==> config.mk <==
export PLATFORM = sky130hd
export DESIGN_NAME = timer_event_flag_irq
export DESIGN_NICKNAME = d
export VERILOG_FILES = /design/src/rtl/timer_event_pkg.sv /design/src/rtl/flag_clear_cell.sv /design/src/rtl/timer_event_flag_irq.sv
export VERILOG_INCLUDE_DIRS = /design/src /design/src/rtl
export SDC_FILE = /design/constraint.sdc
export NUM_CORES = 1
export LEC_CHECK = 0
export BUFFER_PORTS_ARGS = -buffer_cell sky130_fd_sc_hd__buf_2
export CORE_ASPECT_RATIO = 1.1
export CORE_UTILIZATION = 30
export DETAILED_ROUTE_END_ITERATION = 7
export REMOVE_ABC_BUFFERS = 1
export SETUP_SLACK_MARGIN = 0.4
export SYNTH_ARGS = -nofsm -noshare
export SYNTH_HDL_FRONTEND = slang
export SYNTH_SLANG_ARGS = --single-unit
==> constraint.sdc <==
create_clock -name core_clk_i -period 3.3 [get_ports core_clk_i]
set_input_delay 0.165 -clock core_clk_i [delete_from_list [all_inputs] [get_ports core_clk_i]]
set_output_delay 0.165 -clock core_clk_i [all_outputs]
set_load 0.1 [all_outputs]
==> src/rtl/timer_event_defs.svh <==
// timer event flag block constants
`ifndef TIMER_EVENT_DEFS_SVH
`define TIMER_EVENT_DEFS_SVH
`define CNT_W        16
`define NUM_CH       2
`define CNT_MAX      16'hFFFF
`define CNT_ZERO     16'h0000
`define EDGE_OFF     2'h0
`define EDGE_RISE    2'h1
`define EDGE_FALL    2'h2
`define EDGE_BOTH    2'h3
`define CTRL_RST     1'h0
`endif

==> src/rtl/timer_event_pkg.sv <==
// timer event flag block types
`include "timer_event_defs.svh"
package timer_event_pkg;
    typedef enum logic [3:0] {
        CH_CAPTURE = 4'h1,
        CH_COMPARE = 4'h2,
        CH_EPWM    = 4'h4,
        CH_CENTER_ALIGNED_PWM    = 4'h8
    } ch_mode_t;
    typedef enum logic [1:0] {
        CLR_IDLE  = 2'h1,
        CLR_ARMED = 2'h2
    } clr_state_t;
endpackage

==> src/rtl/flag_clear_cell.sv <==
// one event flag with read-then-write-zero clearing
`include "timer_event_defs.svh"
module flag_clear_cell
    import timer_event_pkg::*;
(
    // clock and reset
    input  wire logic core_clk_i,
    input  wire logic rst_n_i,
    // event and software access
    input  wire logic set_i,
    input  wire logic rd_i,
    input  wire logic wr_i,
    input  wire logic wr_data_i,
    // flag
    output logic      flag_o
);
    clr_state_t state_reg;
    clr_state_t state_next;
    logic       flag_next;
    wire        do_clear = wr_i & ~wr_data_i & (state_reg == CLR_ARMED);

    // a new event drops the armed state so the pending zero write is void
    always_comb begin
        state_next = state_reg;
        flag_next  = flag_o;
        unique case (state_reg)
            CLR_IDLE: begin
                if (rd_i & flag_o & ~set_i) begin
                    state_next = CLR_ARMED;
                end
            end
            CLR_ARMED: begin
                if (set_i) begin
                    state_next = CLR_IDLE;
                end else if (wr_i) begin
                    state_next = CLR_IDLE;
                end
            end
        endcase
        if (set_i) begin
            flag_next = 1'b1;
        end else if (do_clear) begin
            flag_next = 1'b0;
        end
    end

    always_ff @(posedge core_clk_i or negedge rst_n_i) begin
        if (!rst_n_i) begin
            state_reg <= CLR_IDLE;
            flag_o    <= 1'b0;
        end else begin
            state_reg <= state_next;
            flag_o    <= flag_next;
        end
    end
endmodule

==> src/rtl/timer_event_flag_irq.sv <==
// counter, event flags and gated interrupt requests of a two-channel timer
// ----------------------------------------------------------------------------
// ----------------------------------------------------------------------------
`include "timer_event_defs.svh"
module timer_event_flag_irq
    import timer_event_pkg::*;
#(
    parameter int CNT_W  = `CNT_W,
    parameter int NUM_CH = `NUM_CH
) (
    // clock and reset
    input  wire logic                    core_clk_i,
    input  wire logic                    rst_n_i,
    // module control
    input  wire logic                    count_enable_i,
    input  wire logic                    center_align_select_i,
    input  wire logic                    overflow_irq_enable_i,
    input  wire logic [CNT_W-1:0]        modulo_i,
    input  wire logic                    background_debug_state_i,
    // channel configuration
    input  wire logic [NUM_CH-1:0][3:0]  ch_mode_i,
    input  wire logic [NUM_CH-1:0]       edge_select_high_bit_i,
    input  wire logic [NUM_CH-1:0]       edge_select_low_bit_i,
    input  wire logic [NUM_CH-1:0]       channel_irq_enable_i,
    input  wire logic [NUM_CH-1:0][CNT_W-1:0] ch_value_i,
    input  wire logic [NUM_CH-1:0]       ch_pin_i,
    // flag access
    input  wire logic                    ovf_rd_i,
    input  wire logic                    ovf_wr_i,
    input  wire logic                    ovf_wr_data_i,
    input  wire logic [NUM_CH-1:0]       ch_rd_i,
    input  wire logic [NUM_CH-1:0]       ch_wr_i,
    input  wire logic [NUM_CH-1:0]       ch_wr_data_i,
    // status and requests
    output logic [CNT_W-1:0]             count_o,
    output logic                         count_down_o,
    output logic                         overflow_flag_o,
    output logic [NUM_CH-1:0]            channel_event_flag_o,
    output logic [NUM_CH-1:0][CNT_W-1:0] capture_o,
    output logic                         overflow_irq_o,
    output logic [NUM_CH-1:0]            channel_irq_o
);
    // ------------------------------------------------------------------------
    // counter
    // ------------------------------------------------------------------------
    logic             ctrl_run_reg;
    logic [CNT_W-1:0] count_next;
    logic             down_next;
    logic             ovf_event;
    wire              advance   = ctrl_run_reg & ~background_debug_state_i;
    wire              mod_free  = (modulo_i == `CNT_ZERO);
    wire [CNT_W-1:0]  term      = mod_free ? `CNT_MAX : modulo_i;
    wire              at_term   = (count_o == term);
    wire              at_zero   = (count_o == `CNT_ZERO);

    // control reset value only; gating is captured after release
    always_ff @(posedge core_clk_i or negedge rst_n_i) begin
        if (!rst_n_i) begin
            ctrl_run_reg <= `CTRL_RST;
        end else begin
            ctrl_run_reg <= count_enable_i;
        end
    end

    always_comb begin
        count_next = count_o;
        down_next  = count_down_o;
        ovf_event  = 1'b0;
        if (advance) begin
            if (!center_align_select_i) begin
                down_next = 1'b0;
                if (at_term) begin
                    count_next = `CNT_ZERO;
                    ovf_event  = 1'b1;
                end else begin
                    count_next = count_o + 1'b1;
                end
            end else if (!count_down_o) begin
                if (at_term) begin
                    down_next  = 1'b1;
                    count_next = count_o - 1'b1;
                    ovf_event  = 1'b1;
                end else begin
                    count_next = count_o + 1'b1;
                end
            end else if (at_zero) begin
                down_next  = 1'b0;
                count_next = count_o + 1'b1;
            end else begin
                count_next = count_o - 1'b1;
            end
        end
    end

    always_ff @(posedge core_clk_i or negedge rst_n_i) begin
        if (!rst_n_i) begin
            count_o      <= `CNT_ZERO;
            count_down_o <= 1'b0;
        end else begin
            count_o      <= count_next;
            count_down_o <= down_next;
        end
    end

    flag_clear_cell u_ovf_flag (
        .core_clk_i (core_clk_i),
        .rst_n_i    (rst_n_i),
        .set_i      (ovf_event),
        .rd_i       (ovf_rd_i),
        .wr_i       (ovf_wr_i),
        .wr_data_i  (ovf_wr_data_i),
        .flag_o     (overflow_flag_o)
    );

    assign overflow_irq_o = overflow_flag_o & overflow_irq_enable_i;

    // ------------------------------------------------------------------------
    // channels
    // ------------------------------------------------------------------------
    // match is checked only when the counter moves, so a frozen count
    // does not keep re-raising the flag
    genvar g;
    generate
        for (g = 0; g < NUM_CH; g++) begin : g_ch
            logic pin_meta_reg;
            logic pin_sync_reg;
            logic pin_prev_reg;
            logic [CNT_W-1:0] cap_reg;
            wire [1:0] esel  = {edge_select_high_bit_i[g], edge_select_low_bit_i[g]};
            wire rise        = pin_sync_reg & ~pin_prev_reg;
            wire fall        = ~pin_sync_reg & pin_prev_reg;
            wire edge_hit    = ((esel == `EDGE_RISE) & rise) | ((esel == `EDGE_FALL) & fall)
                             | ((esel == `EDGE_BOTH) & (rise | fall));
            wire is_cap      = (ch_mode_i[g] == CH_CAPTURE);
            wire cap_evt     = is_cap & edge_hit;
            wire match       = advance & (count_o == ch_value_i[g]);
            wire cmp_evt     = match & ((ch_mode_i[g] == CH_COMPARE) | (ch_mode_i[g] == CH_EPWM));
            wire center_aligned_pwm_evt    = match & (ch_mode_i[g] == CH_CENTER_ALIGNED_PWM) & center_align_select_i;
            wire ch_evt      = cap_evt | cmp_evt | center_aligned_pwm_evt;

            always_ff @(posedge core_clk_i or negedge rst_n_i) begin
                if (!rst_n_i) begin
                    pin_meta_reg <= 1'b0;
                    pin_sync_reg <= 1'b0;
                    pin_prev_reg <= 1'b0;
                    cap_reg      <= `CNT_ZERO;
                end else begin
                    pin_meta_reg <= ch_pin_i[g];
                    pin_sync_reg <= pin_meta_reg;
                    pin_prev_reg <= pin_sync_reg;
                    if (cap_evt) begin
                        cap_reg <= count_o;
                    end
                end
            end

            assign capture_o[g] = cap_reg;

            flag_clear_cell u_ch_flag (
                .core_clk_i (core_clk_i),
                .rst_n_i    (rst_n_i),
                .set_i      (ch_evt),
                .rd_i       (ch_rd_i[g]),
                .wr_i       (ch_wr_i[g]),
                .wr_data_i  (ch_wr_data_i[g]),
                .flag_o     (channel_event_flag_o[g])
            );

            assign channel_irq_o[g] = channel_event_flag_o[g] & channel_irq_enable_i[g];

        end
    endgenerate
endmodule

==> flow_summary_export.csv, run 1 <==
group,metric,value,unit
sta,fin_tns_setup,0,ps
route,wire_per_inst,17.52,um
sta,slew_headroom,36.99,%
worst_setup_path,rrSetupSlack,610,ps
global_routing,globalRouteTotalUtil,18.29,%
route,first_iter_violations,339,
die,die_w,115.4,um
sta,max_freq,371.5,MHz
layout,nets,647,
die,dieArea,14630,sq um
sta,rsz0062_at_grt,"true",
yosys,synth_edf_count,0,
yosys,avgSynthCellArea,9.986,sq um
worst_setup_path,start_kind,"flop",
global_routing,grt_antenna_before_repair,0,
placed_design,gp_congestion,0.8558,
layout,drive_gt1_share,40.64,%
die,initial_utilization,30.77,%
route,via_per_inst,5.261,
yosys,synthDistinctLibCells,55,
worst_setup_path,worstSetupPathType,"flop to flop",
die,row_count,45,
global_routing,overflow,0,
die,core_area,13790,sq um
worst_hold_path,hold_class,"primary input to flop",
layout,antennaDiodeCount,0,
clock_tree,root_buffer,"clkbuf_16",
power,combPwrFrac,40.2,%
placed_design,hpwl,9.513,mm
job,cap_violations,0,
placed_design,portBuffers,133,
route,antenna_left,0,
global_routing,grt_pass1_vias,3839,
layout,area_delta_synth_final,30.37,%
sta,maxSlewViolCount,0,
sta,hold_violations,0,
yosys,syn_inst,425,
layout,largest_reg_flops,32,
power,pwr-share-clk,28.1,%
clock_tree,cts_sinks,65,
layout,nFillCells,1373,
worst_setup_path,end_kind,"flop",
sta,max_slew.worst_pin.slew,943.2,ps
route,wirelength,13.21,mm
clock_tree,clockBufferDepth,2,
die,top_level_ports,134,
yosys,yosysWarningCount,0,
yosys,ys_ff_latch,65,
outcome,outcome,"completed",
yosys,ys_seq_area_share,38.41,%
worst_setup_path,cp.required,3570,ps
route,drc,0,
layout,multi_input_area,2385,sq um
yosys,syn_area,4244,sq um
power,swShare,44.37,%
global_routing,grt_pass1_wl,20.24,mm
clock_tree,cts_max_level,3,
power,seqPwrFrac,31.7,%
route,firstDrtPassIters,5,
power,switching_power,1585,uW
route,via_count,3967,
clock_tree,tritoncts,"yes",
die,die_y,126.7,um
clock_tree,clk_latency,330,ps
sta,skew,8.112,ps
yosys,async_flop_share,100.0,%
power,p_int,1988,uW
clock_tree,cts.clk_slew.worst_paths,60,ps
clock_tree,numCtsBuffers,9,
sta,setup_viol,0,
worst_setup_path,arrival,2960,ps
worst_setup_path,cp_max_fo,9,
yosys,synth_top_flop_cell,"dfrtp_1",
power,peakVddDrop,0.5755,mV
sta,min_period,2692,ps
sta,period_share,81.58,%
power,p_leak,0.002635,uW
power,p_per_area,645.8,nW/um^2
layout,final_util,40.11,%
global_routing,grt_max_degree,47,
layout,final-seq-area,1634,sq um
[Yosys cell counts (all sizes together) (2+ instances only)]
master,n,share of area [%]
a211o,4,0.83
a21o,5,0.88
a21oi,4,0.47
a22o,6,1.2
a31o,2,0.41
a41oi,16,3.5
and2,7,1.0
and3,9,1.3
buf,16,2.4
clkbuf,21,1.9
dfrtp,62,37
dfstp,3,1.9
ha,7,2.1
inv,15,1.3
mux2,33,8.8
nand2,18,1.6
nand2b,8,1.2
nand3,12,1.4
nand4,8,1.3
nor2,26,2.3
nor3,14,1.7
nor4,15,3.9
o211a,2,0.47
o211ai,7,1.4
o21ai,11,1.6
o221ai,8,1.8
o22a,3,0.62
o22ai,7,1.0
o32ai,3,0.62
or3,5,0.74
or3b,3,0.62
xnor2,44,9.1
xor2,10,2.1
[per-stage QoR]
step           hold WS [ps]  instances  worst slack [ps]  power [uW]  instance area, sq um
2_1_floorplan        -130.6        388             243.9        2190                  4064
3_3_place_gp          128.8        733             348.3        2540                  5147
3_5_place_dp          134.0        733             242.1        2574                  5147
4_1_cts               132.6        753             490.2        3601                  5504
5_1_grt               150.2        754             376.9        3733                  5533
6_report              142.2        754             608.0        3573                  5533
[layout by cell type (no fill, tap or decap), types with 4 or more instances in the layout]
cell type and count:
dfrtp_1 59, xnor2_1 44, ha_1 7, nand3_1 12, o21ai_0 7, nor3_1 13
o221ai_1 7, nor4_4 4, nand2_1 18, buf_4 24, o22ai_1 7, dlygate4sd3_1 4
mux2_2 33, o211ai_1 6, or3_1 5, a21o_1 5, nand2b_1 8, xor2_1 10
nor4_1 9, clkbuf_16 9, and3_1 9, a21oi_1 4, inv_1 15, a211o_1 4
a41oi_1 15, nor2_1 25, buf_2 133, nand4_1 7, and2_1 7, a22o_1 6
[routing by layer]
layer / routed length, um / GRT usage [%] / part of all wire (%) / vias to the layer above
met2: 6215 / 29.52 / 47 / 190
met4: 215 / 6.417 / 1.6 / 0
met1: 5826 / 24.31 / 44 / 1930
met5: 0 / 0 / 0 / -
met3: 952 / 3.392 / 7.2 / 17
li1: - / - / - / 1830
[final timing paths]
| kind | startpoint | to | depth (start not counted) |
|---|---|---|---|
| max in group asynchronous | rst_n_i | count_o[1] | 3 |
| min reg2reg | g_ch[0].pin_meta_reg | g_ch[0].pin_sync_reg | 0 |
| max | count_o[2] | count_o[14] | 9 |
| min in group asynchronous | rst_n_i | g_ch[0].pin_sync_reg | 2 |
| min | ch_wr_data_i[0] | g_ch[0].u_ch_flag.flag_o | 3 |
| max reg2reg | count_o[2] | count_o[14] | 9 |
[cell families after synthesis]
group / synth area share [%]
buf+inv: 5.572
mux: 8.992
xor+xnor: 11.14
flops: 38.41
simple gates: 18.28
fa+ha+maj: 2.064
compound gates: 15.54
[worst max-delay path: stages (launching register included)]
cell	delay [ps]
dfrtp_1	660
buf_4	270
nand3_1	180
nor3_1	350
and3_1	250
and3_1	220
nand3_1	110
or3_1	330
a21oi_1	150
a211o_1	120
[layout make-up]
type	instances	area share (%)
sequential	65	29.53
clock inverter	3	0.8367
timing repair buffer	162	16.37
tap	188	4.251
clock buffer	13	4.885
inverter	15	1.018
multi-input combinational	308	43.10
[power by group through the flow]
stage | registers [uW] | logic [uW] | clock network [uW]
5_1_grt | 1150 | 1520 | 1060
3_5_place_dp | 1140 | 1430 | 0
6_report | 1130 | 1440 | 1010
2_1_floorplan | 1710 | 483 | 0
4_1_cts | 1130 | 1440 | 1030
3_3_place_gp | 1130 | 1410 | 0
[repair_timing]
item / in CTS / in global routing
hold buffers: 4 / 0
setup endpoints to repair: 0 / 9
buffers inserted: 0 / 1
resized for setup: 0 / 4
hold endpoints to repair: 21 / 0
(Power assumes the default switching activity.)
==> run 2, diff against run 1 <==
--- a/config.mk
+++ b/config.mk
@@ -6,6 +6,7 @@
 export SDC_FILE = /design/constraint.sdc
 export NUM_CORES = 1
 export LEC_CHECK = 0
+export ABC_AREA = 1
 export BUFFER_PORTS_ARGS = -buffer_cell sky130_fd_sc_hd__buf_2
 export CORE_ASPECT_RATIO = 1.1
 export CORE_UTILIZATION = 30
==> constraint.sdc (replaced) <==
create_clock -name core_clk_i -period 2.7 [get_ports core_clk_i]
set_input_delay 0.135 -clock core_clk_i [delete_from_list [all_inputs] [get_ports core_clk_i]]
set_output_delay 0.135 -clock core_clk_i [all_outputs]
set_load 0.1 [all_outputs]
==> flow_summary_export.csv, run 2 <==
group,metric,value,unit
die,top_level_ports,134,
sta,max_slew.worst_pin.slew,860.6,ps
layout,final-seq-area,1639,sq um
global_routing,grt_pass1_vias,4459,
sta,max_freq,472.9,MHz
yosys,yosysTopAreaCell,"dfrtp_1",
sta,period_share,78.32,%
placed_design,hpwl,11.74,mm
clock_tree,clockBufferDepth,2,
yosys,synthTopCellsByCount,"nand2_1 (164), nor2_1 (78), inv_1 (65), dfrtp_1 (62), o21ai_0 (55)",
layout,mostFrequentLayoutCells,"nand2_1 (164), buf_2 (133), nor2_1 (75), inv_1 (63)",
outcome,violations,"hold timing",
route,wirelength,15.72,mm
yosys,synth_mux_area_share,0,%
global_routing,overflow,0,
route,wire_per_inst,15.86,um
yosys,synthXorXnorAreaFrac,4.063,%
layout,nets,879,
yosys,avgSynthCellArea,6.943,sq um
die,die_w,119.1,um
outcome,outcome,"complete, but fails checks",
sta,hold_violations,15,
yosys,synth-compound-area-share,14.48,%
layout,largest_reg_flops,32,
placed_design,placedCellCount,961,
worst_setup_path,cp_max_fo,10,
power,p_per_area,1076,nW/um^2
layout,final_area,5828,sq um
clock_tree,root_buffer,"clkbuf_16",
route,via_count,4892,
layout,layout_commonest_cell,"nand2_1",
sta,min_period,2115,ps
yosys,synth-simple-area-share,33.39,%
worst_hold_path,hold_class,"primary input to async pin",
yosys,syn_inst,652,
power,combPwrFrac,56.0,%
yosys,synth_top_flop_cell,"dfrtp_1",
worst_setup_path,start_kind,"flop",
clock_tree,cts.clk_slew.worst_paths,60,ps
yosys,yosys.area.top_type_share,34.27,%
power,switching_power,3558,uW
route,antenna_left,0,
route,drc,0,
yosys,ys_seq_area_share,36.01,%
sta,slew_headroom,42.63,%
route,via_per_inst,4.936,
job,cap_violations,0,
worst_setup_path,worstSetupPathType,"flop to flop",
sta,setup_viol,0,
route,firstDrtPassIters,5,
placed_design,place_area,5393,sq um
die,row_count,46,
worst_setup_path,arrival,2380,ps
sta,skew,5.497,ps
yosys,ys_ff_latch,65,
placed_design,portBuffers,133,
power,swShare,56.74,%
sta,maxSlewViolCount,0,
clock_tree,numCtsBuffers,9,
yosys,synth_adder_area_share,1.935,%
layout,drive_gt1_share,28.07,%
global_routing,globalRouteTotalUtil,20.74,%
yosys,yosysWarningCount,0,
clock_tree,cts_max_level,3,
route,first_iter_violations,501,
global_routing,grt_max_degree,66,
power,p_int,2712,uW
die,dieArea,15590,sq um
yosys,synthDistinctLibCells,42,
power,p_leak,0.002996,uW
die,die_y,130.8,um
placed_design,gp_congestion,0.9117,
power,seqPwrFrac,25.7,%
layout,stdcell_count,991,
worst_setup_path,cp.required,2970,ps
power,peakVddDrop,0.5696,mV
global_routing,grt_pass1_wl,24.50,mm
power,power.total,6270,uW
layout,multi_input_area,2470,sq um
yosys,post-synth-top-count-cell,"nand2_1",
yosys,yosys-top-cells-area,"dfrtp_1 (34%), nand2_1 (14%), nor2_1 (6.5%)",
yosys,synth_top_family_by_area,"simple AND/OR/NAND/NOR gates",
yosys,syn_area,4527,sq um
die,core_area,14560,sq um
clock_tree,clk_latency,340,ps
layout,area_delta_synth_final,28.75,%
clock_tree,cts_sinks,65,
yosys,synth_edf_count,0,
sta,hold_ws,-37.02,ps
worst_setup_path,end_kind,"flop",
die,initial_utilization,31.09,%
layout,nFillCells,1555,
power,pwr-share-clk,18.4,%
yosys,async_flop_share,100.0,%
sta,rsz0062_at_grt,"false",
clock_tree,tritoncts,"yes",
global_routing,grt_antenna_before_repair,0,
[run 2: final cells by class]
cell class | instances | share of cell area [%]
diodes | 1 | 0.04294
repair buffers | 161 | 15.37
inverters | 74 | 4.938
clock inverters | 4 | 0.4508
flip-flops and latches | 65 | 28.12
well taps | 192 | 4.122
multi-input cells | 482 | 42.38
clock buffers | 12 | 4.573
[run 2: per-layer routing]
metal  track usage (%)  wire, um
met3             4.818      1205
met5                 0         0
met1             26.86      6855
met2             34.27      7362
met4             6.552       291
[run 2: kinds of logic after synthesis]
kind of cell	count (synthesis)
and+or+nand+nor	339
adders and majority gates	7
DFF	65
AOI/OAI and AO/OA	115
buffers and inverters	105
xor gates and xnor gates	21
[run 2: final timing paths]
| check | start | endpoint | slack [ps] | depth (start not counted) |
|---|---|---|---|---|
| min reg2reg | g_ch[1].pin_meta_reg | g_ch[1].pin_sync_reg | 350 | 0 |
| min in group core_clk_i | ovf_wr_i | u_ovf_flag.state_reg[0] | 50 | 3 |
| max | count_o[3] | count_o[15] | 590 | 12 |
| min | rst_n_i | ctrl_run_reg | -40 | 2 |
| max reg2reg | count_o[3] | count_o[15] | 590 | 12 |
| max in group asynchronous | rst_n_i | count_o[4] | 2090 | 2 |
[run 2: power by group through the flow]
| stage | Combinational (uW) | Clock [uW] | Sequential [uW] |
|---|---|---|---|
| 2_1_floorplan | 1030 | 0 | 3180 |
| 3_3_place_gp | 3430 | 0 | 1610 |
| 3_5_place_dp | 3430 | 0 | 1610 |
| 4_1_cts | 3440 | 1170 | 1600 |
| 5_1_grt | 3750 | 1220 | 1650 |
| 6_report | 3510 | 1150 | 1610 |
[run 2: per-stage QoR]
stage | setup slack, ps | TNS, ps | utilization [%]
after global placement | 338.9 | 0 | 37.03
final | 585.4 | 0 | 40.02
after CTS | 411.5 | 0 | 39.25
after global routing | 411.5 | 0 | 40.01
after floorplan | -40.96 | -40.96 | -
after detailed placement | 389.7 | 0 | 37.03
[run 2: critical path: stages (launching register included)]
cell and delay, ps:
dfrtp_2 520, inv_2 180, nor3_4 330, nand3_2 160
nor2_4 160, nand2_2 70, nor2_2 100, nand3_1 80
a21oi_1 150, nand3_1 90, o21ai_1 90, inv_1 50
o21ai_1 60
[run 2: what timing repair did]
action                                  in CTS  in global routing
hold buffers                                 3                  0
setup buffers                                0                 10
hold endpoints to repair                     3                  0
gates resized for setup                      1                 14
gates cloned                                 0                  0
endpoints found under the setup margin       1                 16
==> run 3, diff against run 2 <==
--- a/config.mk
+++ b/config.mk
@@ -6,7 +6,7 @@
 export SDC_FILE = /design/constraint.sdc
 export NUM_CORES = 1
 export LEC_CHECK = 0
-export ABC_AREA = 1
+export ABC_AREA = 0
 export BUFFER_PORTS_ARGS = -buffer_cell sky130_fd_sc_hd__buf_2
 export CORE_ASPECT_RATIO = 1.1
 export CORE_UTILIZATION = 30
==> constraint.sdc (replaced) <==
create_clock -name core_clk_i -period 1.8 [get_ports core_clk_i]
set_input_delay 0.09 -clock core_clk_i [delete_from_list [all_inputs] [get_ports core_clk_i]]
set_output_delay 0.09 -clock core_clk_i [all_outputs]
set_load 0.1 [all_outputs]
==> flow_summary_export.csv, run 3 (synthesis results as in run 1) <==
group,metric,value,unit
worst_setup_path,crit_chain,"buf_6, nor4_4, clkbuf_16, a41oi_1, xnor2_2, nor4_2, buf_4, and4_4, o211ai_4, or4_1, o211ai_1",
outcome,outcome,"complete, but fails checks",
sta,slew_headroom,66.93,%
power,peakVddDrop,1.579,mV
route,wirelength,15.36,mm
clock_tree,clk_latency,330,ps
global_routing,grtUsageMet1,27.21,%
route,drc,0,
global_routing,overflow,0,
global_routing,use_met2,34.34,%
worst_setup_path,arrival,2480,ps
placed_design,placedCellCount,805,
sta,maxSlewViolCount,0,
layout,nets,750,
sta,hold_violations,0,
placed_design,hpwl,10.17,mm
layout,nFillCells,1257,
sta,max_freq,446.3,MHz
route,firstDrtPassIters,5,
global_routing,globalRouteTotalUtil,21.03,%
global_routing,grt_use_met3,3.870,%
layout,multi_input_area,2944,sq um
power,combPwrFrac,53.5,%
placed_design,portBuffers,133,
worst_setup_path,worst_path_max_delay_cell,"or4_1",
worst_setup_path,cp_max_fo,8,
die,die_y,126.7,um
clock_tree,cts_max_level,3,
layout,mostFrequentLayoutCells,"buf_2 (112), buf_4 (87), dfrtp_1 (53), xnor2_1 (40), buf_6 (37)",
layout,stdcell_count,857,
worst_setup_path,cp.required,2040,ps
power,p_int,4285,uW
global_routing,grt_pass1_vias,4416,
power,pwr-share-clk,20.7,%
clock_tree,tritoncts,"yes",
global_routing,grt_max_degree,66,
power,seqPwrFrac,25.8,%
clock_tree,numCtsBuffers,9,
worst_hold_path,hold_class,"primary input to flop",
clock_tree,clockBufferDepth,2,
sta,max_slew.worst_pin.slew,499.5,ps
power,swShare,43.13,%
power,switching_power,3249,uW
route,via_count,4406,
layout,final_area,7266,sq um
sta,skew,6.965,ps
placed_design,gp_congestion,0.8503,
layout,layout_commonest_cell,"buf_2",
route,via_per_inst,5.141,
worst_setup_path,crit_family,"simple AND/OR/NAND/NOR gates",
die,die_w,115.4,um
clock_tree,cts.clk_slew.worst_paths,50,ps
clock_tree,root_buffer,"clkbuf_16",
die,dieArea,14630,sq um
route,wire_per_inst,17.92,um
global_routing,top_usage_layer,"met2",
placed_design,dpl_worst_slack,-704.0,ps
worst_setup_path,slowest_delay,480,ps
die,top_level_ports,134,
job,cap_violations,0,
worst_setup_path,worstSetupPathType,"primary input to flop",
layout,antennaDiodeCount,0,
die,core_area,13790,sq um
route,first_iter_violations,354,
layout,final-seq-area,1642,sq um
layout,drive_gt1_share,59.04,%
die,row_count,45,
worst_setup_path,end_kind,"flop",
sta,min_period,2240,ps
sta,period_share,124.5,%
power,p_leak,0.003360,uW
outcome,violations,"setup timing",
sta,rsz0062_at_grt,"true",
die,initial_utilization,30.77,%
layout,area_delta_synth_final,71.20,%
global_routing,grt_pass1_wl,23.39,mm
route,antenna_left,0,
worst_setup_path,start_kind,"primary input",
power,p_per_area,1037,nW/um^2
sta,setup_viol,40,
layout,largest_reg_flops,32,
worst_setup_path,crit_buf_inv,3,
clock_tree,cts_sinks,65,
global_routing,grt_antenna_before_repair,0,
sta,finalWorstSetupSlack,-440.4,ps
placed_design,place_area,5788,sq um
-- run 3: cell count changes in the layout (fill, tap and decap cells not counted), sizes merged, moves of 16 or more --
cell | before | now
a21oi | 25 | 4
xnor2 | 5 | 44
mux2 | 0 | 33
a41oi | 0 | 16
inv | 69 | 15
buf | 158 | 256
nand3 | 50 | 12
nand2 | 168 | 18
o21ai | 61 | 11
nor2 | 86 | 26
-- run 3: path summary, 6_finish.rpt --
path                                      start                              to  slack [ps]  cells past startpoint
hold reg to reg            g_ch[1].pin_meta_reg            g_ch[1].pin_sync_reg         360                      0
min in group asynchronous               rst_n_i  g_ch[0].u_ch_flag.state_reg[1]         320                      3
setup reg to reg                     count_o[1]                     count_o[10]        -420                      9
hold / removal                  ch_wr_data_i[0]        g_ch[0].u_ch_flag.flag_o          70                      3
setup / recovery                    modulo_i[3]                      count_o[1]        -440                     11
max in group asynchronous               rst_n_i  g_ch[1].u_ch_flag.state_reg[0]        1160                      3
-- run 3: worst register-to-register path, delay by kind of cell (launching register included) --
kind                       cells  cell delay (ps)
DFF                            1              440
AOI/OAI and AO/OA              2              320
adders and majority gates      1              150
and+or+nand+nor                5             1150
buffers and inverters          1              100
-- run 3: area by class of cell --
class,count,share of cell area [%]
inverters,15,0.7749
clock buffers,13,3.306
clock inverters,3,0.2411
well taps,188,3.237
flip-flops and latches,65,22.59
multi-input cells,308,40.52
repair buffers,265,29.33
-- run 3: timing repair --
| item | CTS | global route |
|---|---|---|
| pin swaps | 26 | 19 |
| gates resized for setup | 132 | 74 |
| hold buffers | 4 | 0 |
| setup endpoints to repair | 74 | 72 |
| hold endpoints to repair | 65 | 0 |
| setup buffers | 21 | 8 |
| cloned | 2 | 1 |
-- run 3: metal layers --
metal	part of all wire (%)	vias up
met2	49	198
met5	0	-
met4	2.5	0
li1	-	2034
met1	42	2144
met3	6.5	30
-- run 3: per-stage QoR --
| stage | utilization (%) | setup TNS, ps | total power [uW] | hold slack (ps) |
|---|---|---|---|---|
| after floorplan | - | -27930 | 4015 | -205.6 |
| after global placement | 41.96 | -12890 | 5013 | 136.4 |
| after detailed placement | 41.96 | -13520 | 5071 | 140.3 |
| after CTS | 49.43 | -7170 | 7267 | 57.33 |
| after global routing | 52.67 | -12160 | 7871 | 70.99 |
| final | 52.67 | -7901 | 7535 | 67.46 |
-- run 3: power groups by stage --
stage / registers [uW] / clock network, uW / logic, uW
3_5_place_dp: 1960 / 0 / 3110
3_3_place_gp: 1940 / 0 / 3070
2_1_floorplan: 3130 / 0 / 885
4_1_cts: 1930 / 1600 / 3740
6_report: 1950 / 1560 / 4030
5_1_grt: 1970 / 1660 / 4240
